[src/core/ochv_pkg.sv]
// Constants for the over-current and high-voltage input block
package ochv_pkg;
    // ------------------------------------------------------------------
    // Register byte addresses and the input level word index
    // ------------------------------------------------------------------
    localparam logic [11:0] OCHV_IDX_INPUT_LEVEL = 12'h331;
    localparam logic [13:0] OCHV_ADDR_INPUT_LEVEL = 14'h0CC4;
    localparam logic [13:0] OCHV_ADDR_IRQ_ENABLE  = 14'h0D00;
    localparam logic [13:0] OCHV_ADDR_EVENT_FLAGS = 14'h0D04;
    localparam logic [13:0] OCHV_ADDR_PULL_CHOICE = 14'h0D08;
    localparam logic [13:0] OCHV_ADDR_EDGE_CHOICE = 14'h0D0C;
    localparam logic [13:0] OCHV_ADDR_BYPASS_CTRL = 14'h0D10;
    localparam logic [13:0] OCHV_ADDR_INPUT_CTRL  = 14'h0D14;
    // ------------------------------------------------------------------
    // Field layouts and reset values
    // ------------------------------------------------------------------
    localparam logic [7:0] OCHV_OC_MASK   = 8'h75;
    localparam logic [7:0] OCHV_HV_MASK   = 8'h03;
    localparam logic [7:0] OCHV_RST_BYTE  = 8'h00;
    localparam int         OCHV_CTRL_DIEN = 0;
    localparam int         OCHV_CTRL_AEN  = 2;
    localparam int         OCHV_CTRL_TE   = 4;
    localparam int         OCHV_CTRL_DIR  = 6;
    localparam logic [1:0] OCHV_RESP_OKAY   = 2'h0;
    localparam logic [1:0] OCHV_RESP_SLVERR = 2'h2;
    localparam int         OCHV_SYNC_STAGES = 3;
endpackage : ochv_pkg

[src/core/ochv_top.sv]
// Over-current flags and high-voltage input control with AXI4-Lite slave
//
// Operation
// - One interrupt enable per source: bits 6,5,4,0 port P, bit 2 supply.
// - Enable bit 0 masks the flag from the request; flag still records.
// - Detected over-current sets the flag at the enable's bit position.
// - Writing 1 clears a flag; writing 0 leaves it.
// - Level bits return synchronized pin when digital enabled and ADC off.
// - Level bit reads 1 otherwise, except under the test override.
// - Level register readable anytime; writes have no effect.
// - Analog mode defaults to weak pulldown; pull select 0 picks it.
// - Pullup only with pull select 1, test enable 1, not stopped.
// - Edge polarity 1 picks rising edge, 0 falling edge.
// - Bypass 1 powers down converter, only while direct connection set.
// - ADC link in run mode forces digital buffer off unless test enabled.
// - Test enable keeps buffer on in analog use in run; no stop effect.
// - Direct ADC connection keeps the digital buffer disabled always.
//
// The AXI4-Lite interface to the registers was left to the implementer.
`timescale 1ns/1ps
module ochv_top
    import ochv_pkg::*;
(
    input  wire logic        clk,
    input  wire logic        rst_n,
    input  wire logic [13:0] s_axi_awaddr,
    input  wire logic        s_axi_awvalid,
    output logic             s_axi_awready,
    input  wire logic [31:0] s_axi_wdata,
    input  wire logic [3:0]  s_axi_wstrb,
    input  wire logic        s_axi_wvalid,
    output logic             s_axi_wready,
    output logic [1:0]       s_axi_bresp,
    output logic             s_axi_bvalid,
    input  wire logic        s_axi_bready,
    input  wire logic [13:0] s_axi_araddr,
    input  wire logic        s_axi_arvalid,
    output logic             s_axi_arready,
    output logic [31:0]      s_axi_rdata,
    output logic [1:0]       s_axi_rresp,
    output logic             s_axi_rvalid,
    input  wire logic        s_axi_rready,
    input  wire logic [7:0]  overcurrent_detect,
    input  wire logic [1:0]  high_voltage_input,
    input  wire logic        stop_mode,
    output logic             overcurrent_irq,
    output logic [1:0]       hv_input_buffer_en,
    output logic [1:0]       hv_pullup_en,
    output logic [1:0]       hv_pulldown_en,
    output logic [1:0]       hv_edge_rising,
    output logic [1:0]       hv_converter_off,
    output logic [1:0]       hv_adc_link,
    output logic [1:0]       hv_adc_direct_out,
    output logic [1:0]       hv_pin_level
);
    // ------------------------------------------------------------------
    // Registers
    // ------------------------------------------------------------------
    logic [7:0]  irq_enable_reg;
    logic [7:0]  event_flags_reg;
    logic [7:0]  pull_choice_reg;
    logic [7:0]  edge_choice_reg;
    logic [7:0]  bypass_ctrl_reg;
    logic [7:0]  input_ctrl_reg;
    logic [1:0]  hv_sync;
    logic [1:0]  dien;
    logic [1:0]  aen;
    logic [1:0]  tstn;
    logic [1:0]  dirc;
    logic [1:0]  level_bits;
    logic [1:0]  buf_on;
    logic [7:0]  oc_event;
    logic        aw_held_reg;
    logic        w_held_reg;
    logic [13:0] awaddr_reg;
    logic [31:0] wdata_reg;
    logic [3:0]  wstrb_reg;
    logic        wr_go;
    logic        wr_hit;
    logic [31:0] rd_word;
    logic        rd_hit;

    assign dien = input_ctrl_reg[OCHV_CTRL_DIEN +: 2];
    assign aen  = input_ctrl_reg[OCHV_CTRL_AEN +: 2];
    assign tstn = input_ctrl_reg[OCHV_CTRL_TE +: 2];
    assign dirc = input_ctrl_reg[OCHV_CTRL_DIR +: 2];
    assign oc_event = overcurrent_detect & OCHV_OC_MASK;

    // ------------------------------------------------------------------
    // Pin synchronisers and per-pin analog control
    // ------------------------------------------------------------------
    genvar gi;
    generate
        for (gi = 0; gi < 2; gi++)
        begin : g_hv
            ochv_sync u_sync (
                .clk     (clk),
                .rst_n   (rst_n),
                .din     (high_voltage_input[gi]),
                .rst_val (1'b0),
                .dout    (hv_sync[gi])
            );
            assign buf_on[gi] = dirc[gi] & aen[gi] ? 1'b0 :
                                aen[gi] ? (stop_mode ? dien[gi]
                                                     : tstn[gi])
                                        : dien[gi];
            assign level_bits[gi] =
                ((dien[gi] & ~aen[gi]) |
                 (aen[gi] & tstn[gi] & ~dirc[gi] & ~stop_mode))
                ? hv_sync[gi] : 1'b1;
        end
    endgenerate

    // Outputs registered so the pads never see decode glitches
    always_ff @(posedge clk or negedge rst_n)
    begin
        if (!rst_n)
        begin
            hv_input_buffer_en <= 2'h0;
            hv_pullup_en       <= 2'h0;
            hv_pulldown_en     <= 2'h0;
            hv_edge_rising     <= 2'h0;
            hv_converter_off   <= 2'h0;
            hv_adc_link        <= 2'h0;
            hv_adc_direct_out  <= 2'h0;
            hv_pin_level       <= 2'h0;
        end
        else
        begin
            hv_input_buffer_en <= buf_on;
            hv_pullup_en <= aen & pull_choice_reg[1:0] & tstn &
                            {2{~stop_mode}};
            hv_pulldown_en <= aen & ~(pull_choice_reg[1:0] & tstn &
                                      {2{~stop_mode}});
            hv_edge_rising <= edge_choice_reg[1:0];
            hv_converter_off  <= bypass_ctrl_reg[1:0] & dirc & aen;
            hv_adc_link       <= aen;
            hv_adc_direct_out <= dirc & aen;
            hv_pin_level      <= level_bits;
        end
    end

    // ------------------------------------------------------------------
    // AXI4-Lite write path
    // ------------------------------------------------------------------
    assign wr_go = (aw_held_reg | s_axi_awvalid) &
                   (w_held_reg | s_axi_wvalid) & ~s_axi_bvalid;

    always_ff @(posedge clk or negedge rst_n)
    begin
        if (!rst_n)
        begin
            aw_held_reg   <= 1'b0;
            w_held_reg    <= 1'b0;
            awaddr_reg    <= '0;
            wdata_reg     <= '0;
            wstrb_reg     <= '0;
            s_axi_awready <= 1'b0;
            s_axi_wready  <= 1'b0;
        end
        else
        begin
            s_axi_awready <= ~aw_held_reg & ~s_axi_bvalid &
                             ~(s_axi_awvalid & s_axi_awready);
            s_axi_wready  <= ~w_held_reg & ~s_axi_bvalid &
                             ~(s_axi_wvalid & s_axi_wready);
            if (s_axi_awvalid & s_axi_awready)
            begin
                aw_held_reg <= 1'b1;
                awaddr_reg  <= s_axi_awaddr;
            end
            if (s_axi_wvalid & s_axi_wready)
            begin
                w_held_reg <= 1'b1;
                wdata_reg  <= s_axi_wdata;
                wstrb_reg  <= s_axi_wstrb;
            end
            if (aw_held_reg & w_held_reg)
            begin
                aw_held_reg <= 1'b0;
                w_held_reg  <= 1'b0;
            end
        end
    end

    always_comb
    begin
        case ({awaddr_reg[13:2], 2'b00})
            OCHV_ADDR_INPUT_LEVEL,
            OCHV_ADDR_IRQ_ENABLE,
            OCHV_ADDR_EVENT_FLAGS,
            OCHV_ADDR_PULL_CHOICE,
            OCHV_ADDR_EDGE_CHOICE,
            OCHV_ADDR_BYPASS_CTRL,
            OCHV_ADDR_INPUT_CTRL: wr_hit = 1'b1;
            default:              wr_hit = 1'b0;
        endcase
    end

    // Commit happens once both halves are held
    always_ff @(posedge clk or negedge rst_n)
    begin
        if (!rst_n)
        begin
            s_axi_bvalid <= 1'b0;
            s_axi_bresp  <= OCHV_RESP_OKAY;
        end
        else if (aw_held_reg & w_held_reg)
        begin
            s_axi_bvalid <= 1'b1;
            s_axi_bresp  <= wr_hit ? OCHV_RESP_OKAY : OCHV_RESP_SLVERR;
        end
        else if (s_axi_bready)
            s_axi_bvalid <= 1'b0;
    end

    logic wr_commit;
    logic wr_lane0;
    assign wr_commit = aw_held_reg & w_held_reg;
    assign wr_lane0  = wr_commit & wstrb_reg[0];

    always_ff @(posedge clk or negedge rst_n)
    begin
        if (!rst_n)
        begin
            irq_enable_reg  <= OCHV_RST_BYTE;
            pull_choice_reg <= OCHV_RST_BYTE;
            edge_choice_reg <= OCHV_RST_BYTE;
            bypass_ctrl_reg <= OCHV_RST_BYTE;
            input_ctrl_reg  <= OCHV_RST_BYTE;
        end
        else if (wr_lane0)
        begin
            case ({awaddr_reg[13:2], 2'b00})
                OCHV_ADDR_IRQ_ENABLE:
                    irq_enable_reg <= wdata_reg[7:0] & OCHV_OC_MASK;
                OCHV_ADDR_PULL_CHOICE:
                    pull_choice_reg <= wdata_reg[7:0] & OCHV_HV_MASK;
                OCHV_ADDR_EDGE_CHOICE:
                    edge_choice_reg <= wdata_reg[7:0] & OCHV_HV_MASK;
                OCHV_ADDR_BYPASS_CTRL:
                    bypass_ctrl_reg <= wdata_reg[7:0] & OCHV_HV_MASK;
                OCHV_ADDR_INPUT_CTRL:
                    input_ctrl_reg <= wdata_reg[7:0] & 8'h55 |
                                      wdata_reg[7:0] & 8'hAA;
                default: ;
            endcase
        end
    end

    // ------------------------------------------------------------------
    // Over-current flags and request
    // ------------------------------------------------------------------
    logic [7:0] flag_clear;
    assign flag_clear = (wr_lane0 &&
                         {awaddr_reg[13:2], 2'b00} == OCHV_ADDR_EVENT_FLAGS)
                        ? wdata_reg[7:0] : 8'h00;

    always_ff @(posedge clk or negedge rst_n)
    begin
        if (!rst_n)
            event_flags_reg <= OCHV_RST_BYTE;
        else
            event_flags_reg <= (event_flags_reg & ~flag_clear) | oc_event;
    end

    always_ff @(posedge clk or negedge rst_n)
    begin
        if (!rst_n)
            overcurrent_irq <= 1'b0;
        else
            overcurrent_irq <= |(event_flags_reg & irq_enable_reg);
    end

    // ------------------------------------------------------------------
    // AXI4-Lite read path
    // ------------------------------------------------------------------
    always_comb
    begin
        rd_hit  = 1'b1;
        rd_word = 32'h0000_0000;
        case ({s_axi_araddr[13:2], 2'b00})
            OCHV_ADDR_INPUT_LEVEL: rd_word[7:0] = {6'h00, level_bits};
            OCHV_ADDR_IRQ_ENABLE:  rd_word[7:0] = irq_enable_reg;
            OCHV_ADDR_EVENT_FLAGS: rd_word[7:0] = event_flags_reg;
            OCHV_ADDR_PULL_CHOICE: rd_word[7:0] = pull_choice_reg;
            OCHV_ADDR_EDGE_CHOICE: rd_word[7:0] = edge_choice_reg;
            OCHV_ADDR_BYPASS_CTRL: rd_word[7:0] = bypass_ctrl_reg;
            OCHV_ADDR_INPUT_CTRL:  rd_word[7:0] = input_ctrl_reg;
            default:               rd_hit = 1'b0;
        endcase
    end

    always_ff @(posedge clk or negedge rst_n)
    begin
        if (!rst_n)
        begin
            s_axi_arready <= 1'b0;
            s_axi_rvalid  <= 1'b0;
            s_axi_rdata   <= 32'h0000_0000;
            s_axi_rresp   <= OCHV_RESP_OKAY;
        end
        else
        begin
            s_axi_arready <= ~s_axi_rvalid &
                             ~(s_axi_arvalid & s_axi_arready);
            if (s_axi_arvalid & s_axi_arready)
            begin
                s_axi_rvalid <= 1'b1;
                s_axi_rdata  <= rd_word;
                s_axi_rresp  <= rd_hit ? OCHV_RESP_OKAY : OCHV_RESP_SLVERR;
            end
            else if (s_axi_rready)
                s_axi_rvalid <= 1'b0;
        end
    end

    logic unused_bits;
    assign unused_bits = wr_go ^ (|OCHV_IDX_INPUT_LEVEL);
endmodule : ochv_top

[src/core/ochv_sync.sv]
// Three-stage input synchroniser with agreement filter
`timescale 1ns/1ps
module ochv_sync
    import ochv_pkg::*;
(
    input  wire logic clk,
    input  wire logic rst_n,
    input  wire logic din,
    input  wire logic rst_val,
    output logic      dout
);
    logic [OCHV_SYNC_STAGES-1:0] stage_reg;

    // ------------------------------------------------------------------
    // Stages
    // ------------------------------------------------------------------
    always_ff @(posedge clk or negedge rst_n)
    begin
        if (!rst_n)
            stage_reg <= '0;
        else
            stage_reg <= {stage_reg[1:0], din};
    end

    // Stage 0 feeds stage 1 only; filter looks at stages 1 and 2
    always_ff @(posedge clk or negedge rst_n)
    begin
        if (!rst_n)
            dout <= 1'b0;
        else if (stage_reg[1] == stage_reg[2])
            dout <= stage_reg[2];
    end

    // Reset value input kept for a uniform instance shape
    logic unused_rst_val;
    assign unused_rst_val = rst_val;
endmodule : ochv_sync

[config.mk]
export PLATFORM = sky130hd
export DESIGN_NAME = ochv_top
export DESIGN_NICKNAME = d
export VERILOG_FILES = /design/src/core/ochv_pkg.sv /design/src/core/ochv_top.sv /design/src/core/ochv_sync.sv
export SDC_FILE = /design/constraint.sdc
export NUM_CORES = 1
export LEC_CHECK = 0
export BUFFER_PORTS_ARGS = -buffer_cell sky130_fd_sc_hd__clkbuf_2
export CAP_MARGIN = 25
export CORE_MARGIN = 8
export CORE_UTILIZATION = 30
export CTS_BUF_LIST = sky130_fd_sc_hd__clkbuf_4 sky130_fd_sc_hd__clkbuf_8
export DETAILED_ROUTE_END_ITERATION = 16
export PLACE_DENSITY = 0.58
export SETUP_SLACK_MARGIN = 0.1
export SLEW_MARGIN = 20
export SYNTH_ARGS = -nofsm -noshare
export SYNTH_HDL_FRONTEND = slang
export SYNTH_HIERARCHICAL = 1
export SYNTH_SLANG_ARGS = --single-unit
[constraint.sdc]
create_clock -name clk -period 5.1 [get_ports clk]
set_clock_uncertainty 0.2 [all_clocks]
set_input_delay 0.51 -clock clk [delete_from_list [all_inputs] [get_ports clk]]
set_output_delay 0.51 -clock clk [all_outputs]
set_load 0.01 [all_outputs]
==> Yosys cells after proc, flatten, opt, wreduce, memory -nomap -nowiden <==
Cells that the tools add are included.
{ "word_totals": {"ff_bits": 94, "input_bits": 82, "out_inout_bits": 58, "elab_cells": 132} }
{ "op_classes": {"eq_ne": 16, "n_mux": 22, "bitwise": 49, "reduce_logical": 13} }
{ "ops": {"columns": ["op", "n"], "rows": [
  ["== test 12 x 10 -> 1 bit (second input constant)", 14],
  ["case mux 8 bit (7 select lines)", 1],
  ["bitwise AND 1 bit", 20],
  ["bitwise AND 2 bit", 9],
  ["2-to-1 mux 1 bit", 18],
  ["OR reduction 7 bit", 2],
  ["NOT 1 bit", 12],
  ["AND reduction 2 bit", 5],
  ["bitwise AND 8 x 7 -> 8 bit", 1],
  ["bitwise AND 8 bit", 1],
  ["2-to-1 mux 8 bit", 1],
  ["NOT 8 bit", 1],
  ["OR 7 x 8 -> 8 bit", 1],
  ["OR 8 x 7 -> 8 bit", 1],
  ["nonzero test 2 bit", 4],
  ["OR reduction 8 bit", 1],
  ["2-to-1 mux 2 bit", 2],
  ["== test 1 bit", 2],
  ["NOT 2 bit", 1],
  ["OR 1 bit", 2],
  ["logical AND 1 bit", 1]
]} }

==> Logic depth before layout (Yosys ltp) <==
{ "logic_depth": {"ltp_word": 7, "depth_mapped": 6} }

==> Cells and area by module <==
The synthesis kept the hierarchy.
{ "by_module_without_submodules": {"columns": ["mod", "instances", "cells_each", "area_each_um2", "seq_area_each_um2"], "rows": [
  ["ochv_top", 1, 293, 3668.5, 2052.0],
  ["ochv_sync", 2, 5, 111.4, 100.1]
]} }

==> Worst setup path before layout <==
No wires, ideal clock.
{ "synth_timing": {"path_kind": "input port to flip-flop", "from": "input s_axi_araddr[3]", "to": "register s_axi_rresp[1]", "setup_ns": 0.138, "arrival_time_ns": 1.666, "slack_ns": 3.096, "path_stages": 6, "path_cell_list": "buf_4 -> nor4b_4 -> a32oi_1 -> or3_1 -> clkbuf_2 -> a21boi_0"} }
{ "synth_between": {"elab_chain_len": 4, "word_cells_on_any_way": 10, "classes_between": "eq/ne: 7; mux: 2; reduce/logical: 1"} }
{ "synth_lines": {"columns": ["item", "line_no", "text"], "rows": [
  ["start: declaration", "ochv_top.sv:36", "input wire logic [13:0] s_axi_araddr,"],
  ["== test 12 x 10 -> 1 bit", "ochv_top.sv:282", "case ({s_axi_araddr[13:2], 2'b00})"],
  ["OR reduction 7 bit (no source line) (*)", null, null],
  ["2-to-1 mux 1 bit (*)", "ochv_top.sv:282", null],
  ["2-to-1 mux 2 bit (*)", "ochv_top.sv:311", "s_axi_rresp <= rd_hit ? OCHV_RESP_OKAY : OCHV_RESP_SLVERR;"],
  ["end signal: assignment", "ochv_top.sv:311", null],
  ["end: declaration", "ochv_top.sv:40", "output logic [1:0] s_axi_rresp,"]
]} }
Mark *: on every way between the ends. The rest lies on a longest branch, timed or not.
A chain may end at the register's enable or synchronous reset.

==> Final worst setup path <==
{ "layout_timing": {"from": "register awaddr_reg[9]", "to": "register bypass_ctrl_reg[1]"} }
{ "layout_between": {"elab_chain_len": 2} }
{ "layout_lines": {"columns": ["item", "line_no", "text"], "rows": [
  ["start: declaration", "ochv_top.sv:75", "logic [13:0] awaddr_reg;"],
  ["start signal: assignment", "ochv_top.sv:170", "awaddr_reg <= s_axi_awaddr;"],
  ["== test 12 x 10 -> 1 bit", "ochv_top.sv:234", "case ({awaddr_reg[13:2], 2'b00})"],
  ["AND reduction 2 bit (no source line)", null, null],
  ["end signal: assignment", "ochv_top.sv:242", "bypass_ctrl_reg <= wdata_reg[7:0] & OCHV_HV_MASK;"],
  ["end: declaration", "ochv_top.sv:63", "logic [7:0] bypass_ctrl_reg;"]
]} }
No other way between the ends.

==> qor.txt <==
status: completed
routed vias: 2496
Avg Synthesized Cell Area: 12.84 um2
Reg-to-Reg Start: awaddr_reg[9]
post-CTS setup buffers: 0
post-CTS resize count: 0
Post-route DRC: 0
DRT iter0 DRCs: 116
hold buffers post-CTS: 1
Adder-Cell Fraction of Synth Area: 0.005788
post-route cell area: 0.004606 mm2
Fin. Hold Viols: 0
worst flop-to-flop path endpoint: bypass_ctrl_reg[1]
core area: 0.01262 mm2
PnR Total Power: 1.726 mW
Num CTS Buffers: 9
GRT Total Usage: 0.1064
Max Fclk: 482.9 MHz
Max Cap Violations: 0
CTS clk-pin slew, worst paths: 0.09 ns
most frequent cells in the layout: dfrtp_1 (90), clkbuf_2 (78), mux2_2 (44)
Reg2Reg Setup Slack: 3.03 ns
mux share of post-synthesis cell area: 0.1402
Internal: 1.237 mW
clock root buffer: clkbuf_8
Worst Setup End Kind: flop
register area share after synthesis: 0.5788
sequential share of power: 0.552
dpl hpwl: 6824 um
Clock power frac: 0.289
routed wire length: 8708 um
worst r2r path cells: 5
Ys Warns: 6
Post-Synth XOR/XNOR Area: 0
layout cell share with drive strength beyond 1: 0.3949
DIE HEIGHT: 129.9 um
worst skew pair latency: 0.35 ns
Post-synth EDFFs: 0
worst setup margin: 3.029 ns
initial antenna violation count: 0
PD cells: 374.7 mW/mm2
Crit Path Class: flop to flop
vias in the first global route: 2753
minimum clock period: 2.071 ns
WHS: 0.05583 ns
H-tree lvl count: 3
switch share: 0.2835
Worst Path Max Fanout: 3
Worst Setup Start Kind: flop
FF+latch count, synth: 90
Syn Inst Count: 303
# nets final: 467
starting density of the core: 0.3083
ANT nets after route: 0
IO Port Bufs: 79
max reg flops: 12
end of the critical path: bypass_ctrl_reg[1]
Synth Cell Area: 0.003891 mm2
Hold Path Class: primary input to flop
dominant cell type by area after synthesis: dfrtp_1
Clock Tree Buf Depth: 2
Die Footprint: 0.01687 mm2
DP Worst Slack: 2.780 ns
GRT overflow: 0
die span in x: 129.9 um
Critical Path Source: awaddr_reg[9]
CTS tree: built
Worst IR Drop VDD: 0.2725 mV
IO Pins: 140
ys flop type: dfrtp_1
most common cell after layout, fill and taps aside: dfrtp_1
# clock sinks: 90
largest family of logic cells by synthesized area: multiplexers
NetSw: 489.2 uW
simple-gate share of the synthesized area: 0.1158
RSZ-0062 raised after global routing: no
final setup vio count: 0
Logic pwr share: 0.159
CP arrival: 2.11 ns
Area after DPL: 0.004387 mm2
library cells used by synthesis: 54
Synth area leaders: dfrtp_1 (58%), mux2_2 (13%), buf_4 (5.2%), nand2_1 (2.2%), mux2i_1 (1.3%)
post-synthesis compound-gate area fraction: 0.08746
FILL cells: 1290
Slew headroom: 0.5904
Via density: 4.441
pin count of the biggest net entering global routing: 51
Max Slew Vio Count: 0
post-synth top area share: 0.5788
CP required: 5.14 ns
period utilisation layout: 0.4060
first-pass GRT wire length: 13970 um
Worst-Margin Slew: 0.6111 ns
TritonRoute pass-1 iters: 4
row count: 41
antenna cells: 0
setup_tns: 0 ns
wire per inst: 15.49 um
Post-synth ARST share: 1.000
Final GP Congestion: 0.7477
Area growth syn-to-layout: 18.36%
Lkg Pwr: 2.184 nW
-- worst max-delay path, cell delays in order, from the launching register on --
cell,delay (ns)
dfrtp_1,0.38
and4bb_2,0.32
nand4_2,0.14
or2_4,0.28
nor3b_2,0.27
mux2_2,0.36
-- per-layer routing --
metal  routed length, um  global-route usage
met3                 787             0.04039
met5                   0                   0
met1                3934              0.1307
met2                3883              0.1681
met4                 103             0.03689
-- worst min-delay path by stage --
| stage | start | to | slack [ns] | depth (start not counted) |
|---|---|---|---|---|
| 6_report | high_voltage_input[0] | g_hv[0].u_sync/stage_reg[0] | 0.06 | 1 |
| 3_3_place_gp | g_hv[0].u_sync/stage_reg[0] | g_hv[0].u_sync/stage_reg[1] | 0.14 | 0 |
| 2_1_floorplan | rst_n | aw_held_reg | 0.01 | 0 |
| 4_1_cts | high_voltage_input[0] | g_hv[0].u_sync/stage_reg[0] | 0.04 | 1 |
| 5_1_grt | high_voltage_input[1] | g_hv[1].u_sync/stage_reg[0] | 0.04 | 1 |
| 3_5_place_dp | g_hv[0].u_sync/stage_reg[0] | g_hv[0].u_sync/stage_reg[1] | 0.14 | 0 |
-- cell type report --
type	instances	area (um2)	area share
multi-input cells	193	1456	0.3162
clock buffers	12	158.9	0.03450
inverters	10	37.54	0.008150
well taps	172	215.2	0.04673
clock inverters	4	50.05	0.01087
repair buffers	81	435.4	0.09454
flip-flops and latches	90	2252	0.4890
-- cells by family (layout without fill, tap and decap cells) --
family	after synthesis	after routing
flip-flops	90	90
adder cells (fa/ha/maj)	2	2
other	1	26
AO/OA/AOI/OAI	49	49
buffers and inverters	45	107
AND/OR/NAND/NOR	67	67
multiplexers	49	49
-- Yosys cell counts, types with 2 or more instances --
| cell | count |
|---|---|
| nand2b_1 | 2 |
| nor3b_1 | 2 |
| dfrtp_1 | 90 |
| and2_1 | 2 |
| nor2b_1 | 2 |
| nor3b_2 | 2 |
| a22oi_1 | 6 |
| nor2_1 | 9 |
| mux2_2 | 44 |
| clkbuf_1 | 2 |
| maj3_2 | 2 |
| a21oi_1 | 4 |
| buf_2 | 2 |
| and3_1 | 4 |
| clkbuf_2 | 3 |
| inv_1 | 10 |
| nor4b_4 | 2 |
| a22o_1 | 2 |
| a21o_1 | 5 |
| a32oi_1 | 5 |
| o21ai_1 | 8 |
| a21boi_0 | 5 |
| a211oi_1 | 2 |
| a31oi_1 | 2 |
| o22ai_1 | 2 |
| o21ai_0 | 3 |
| nand3_1 | 2 |
| buf_4 | 27 |
| mux2i_1 | 5 |
| nand2_1 | 23 |
-- metrics by stage --
step | instances | util
2_1_floorplan | 328 | -
3_3_place_gp | 544 | 0.3454
3_5_place_dp | 545 | 0.3476
6_report | 562 | 0.3650
5_1_grt | 562 | 0.3650
4_1_cts | 562 | 0.3650
-- power by group through the flow --
| stage | logic [mW] | clock network (mW) | registers [mW] |
|---|---|---|---|
| final | 0.274 | 0.499 | 0.953 |
| after floorplan | 0.216 | 0 | 0.930 |
| after global placement | 0.269 | 0 | 0.961 |
| after CTS | 0.280 | 0.522 | 0.956 |
| after detailed placement | 0.278 | 0 | 0.970 |
| after global routing | 0.308 | 0.548 | 0.978 |
(Power assumes the default switching activity.)
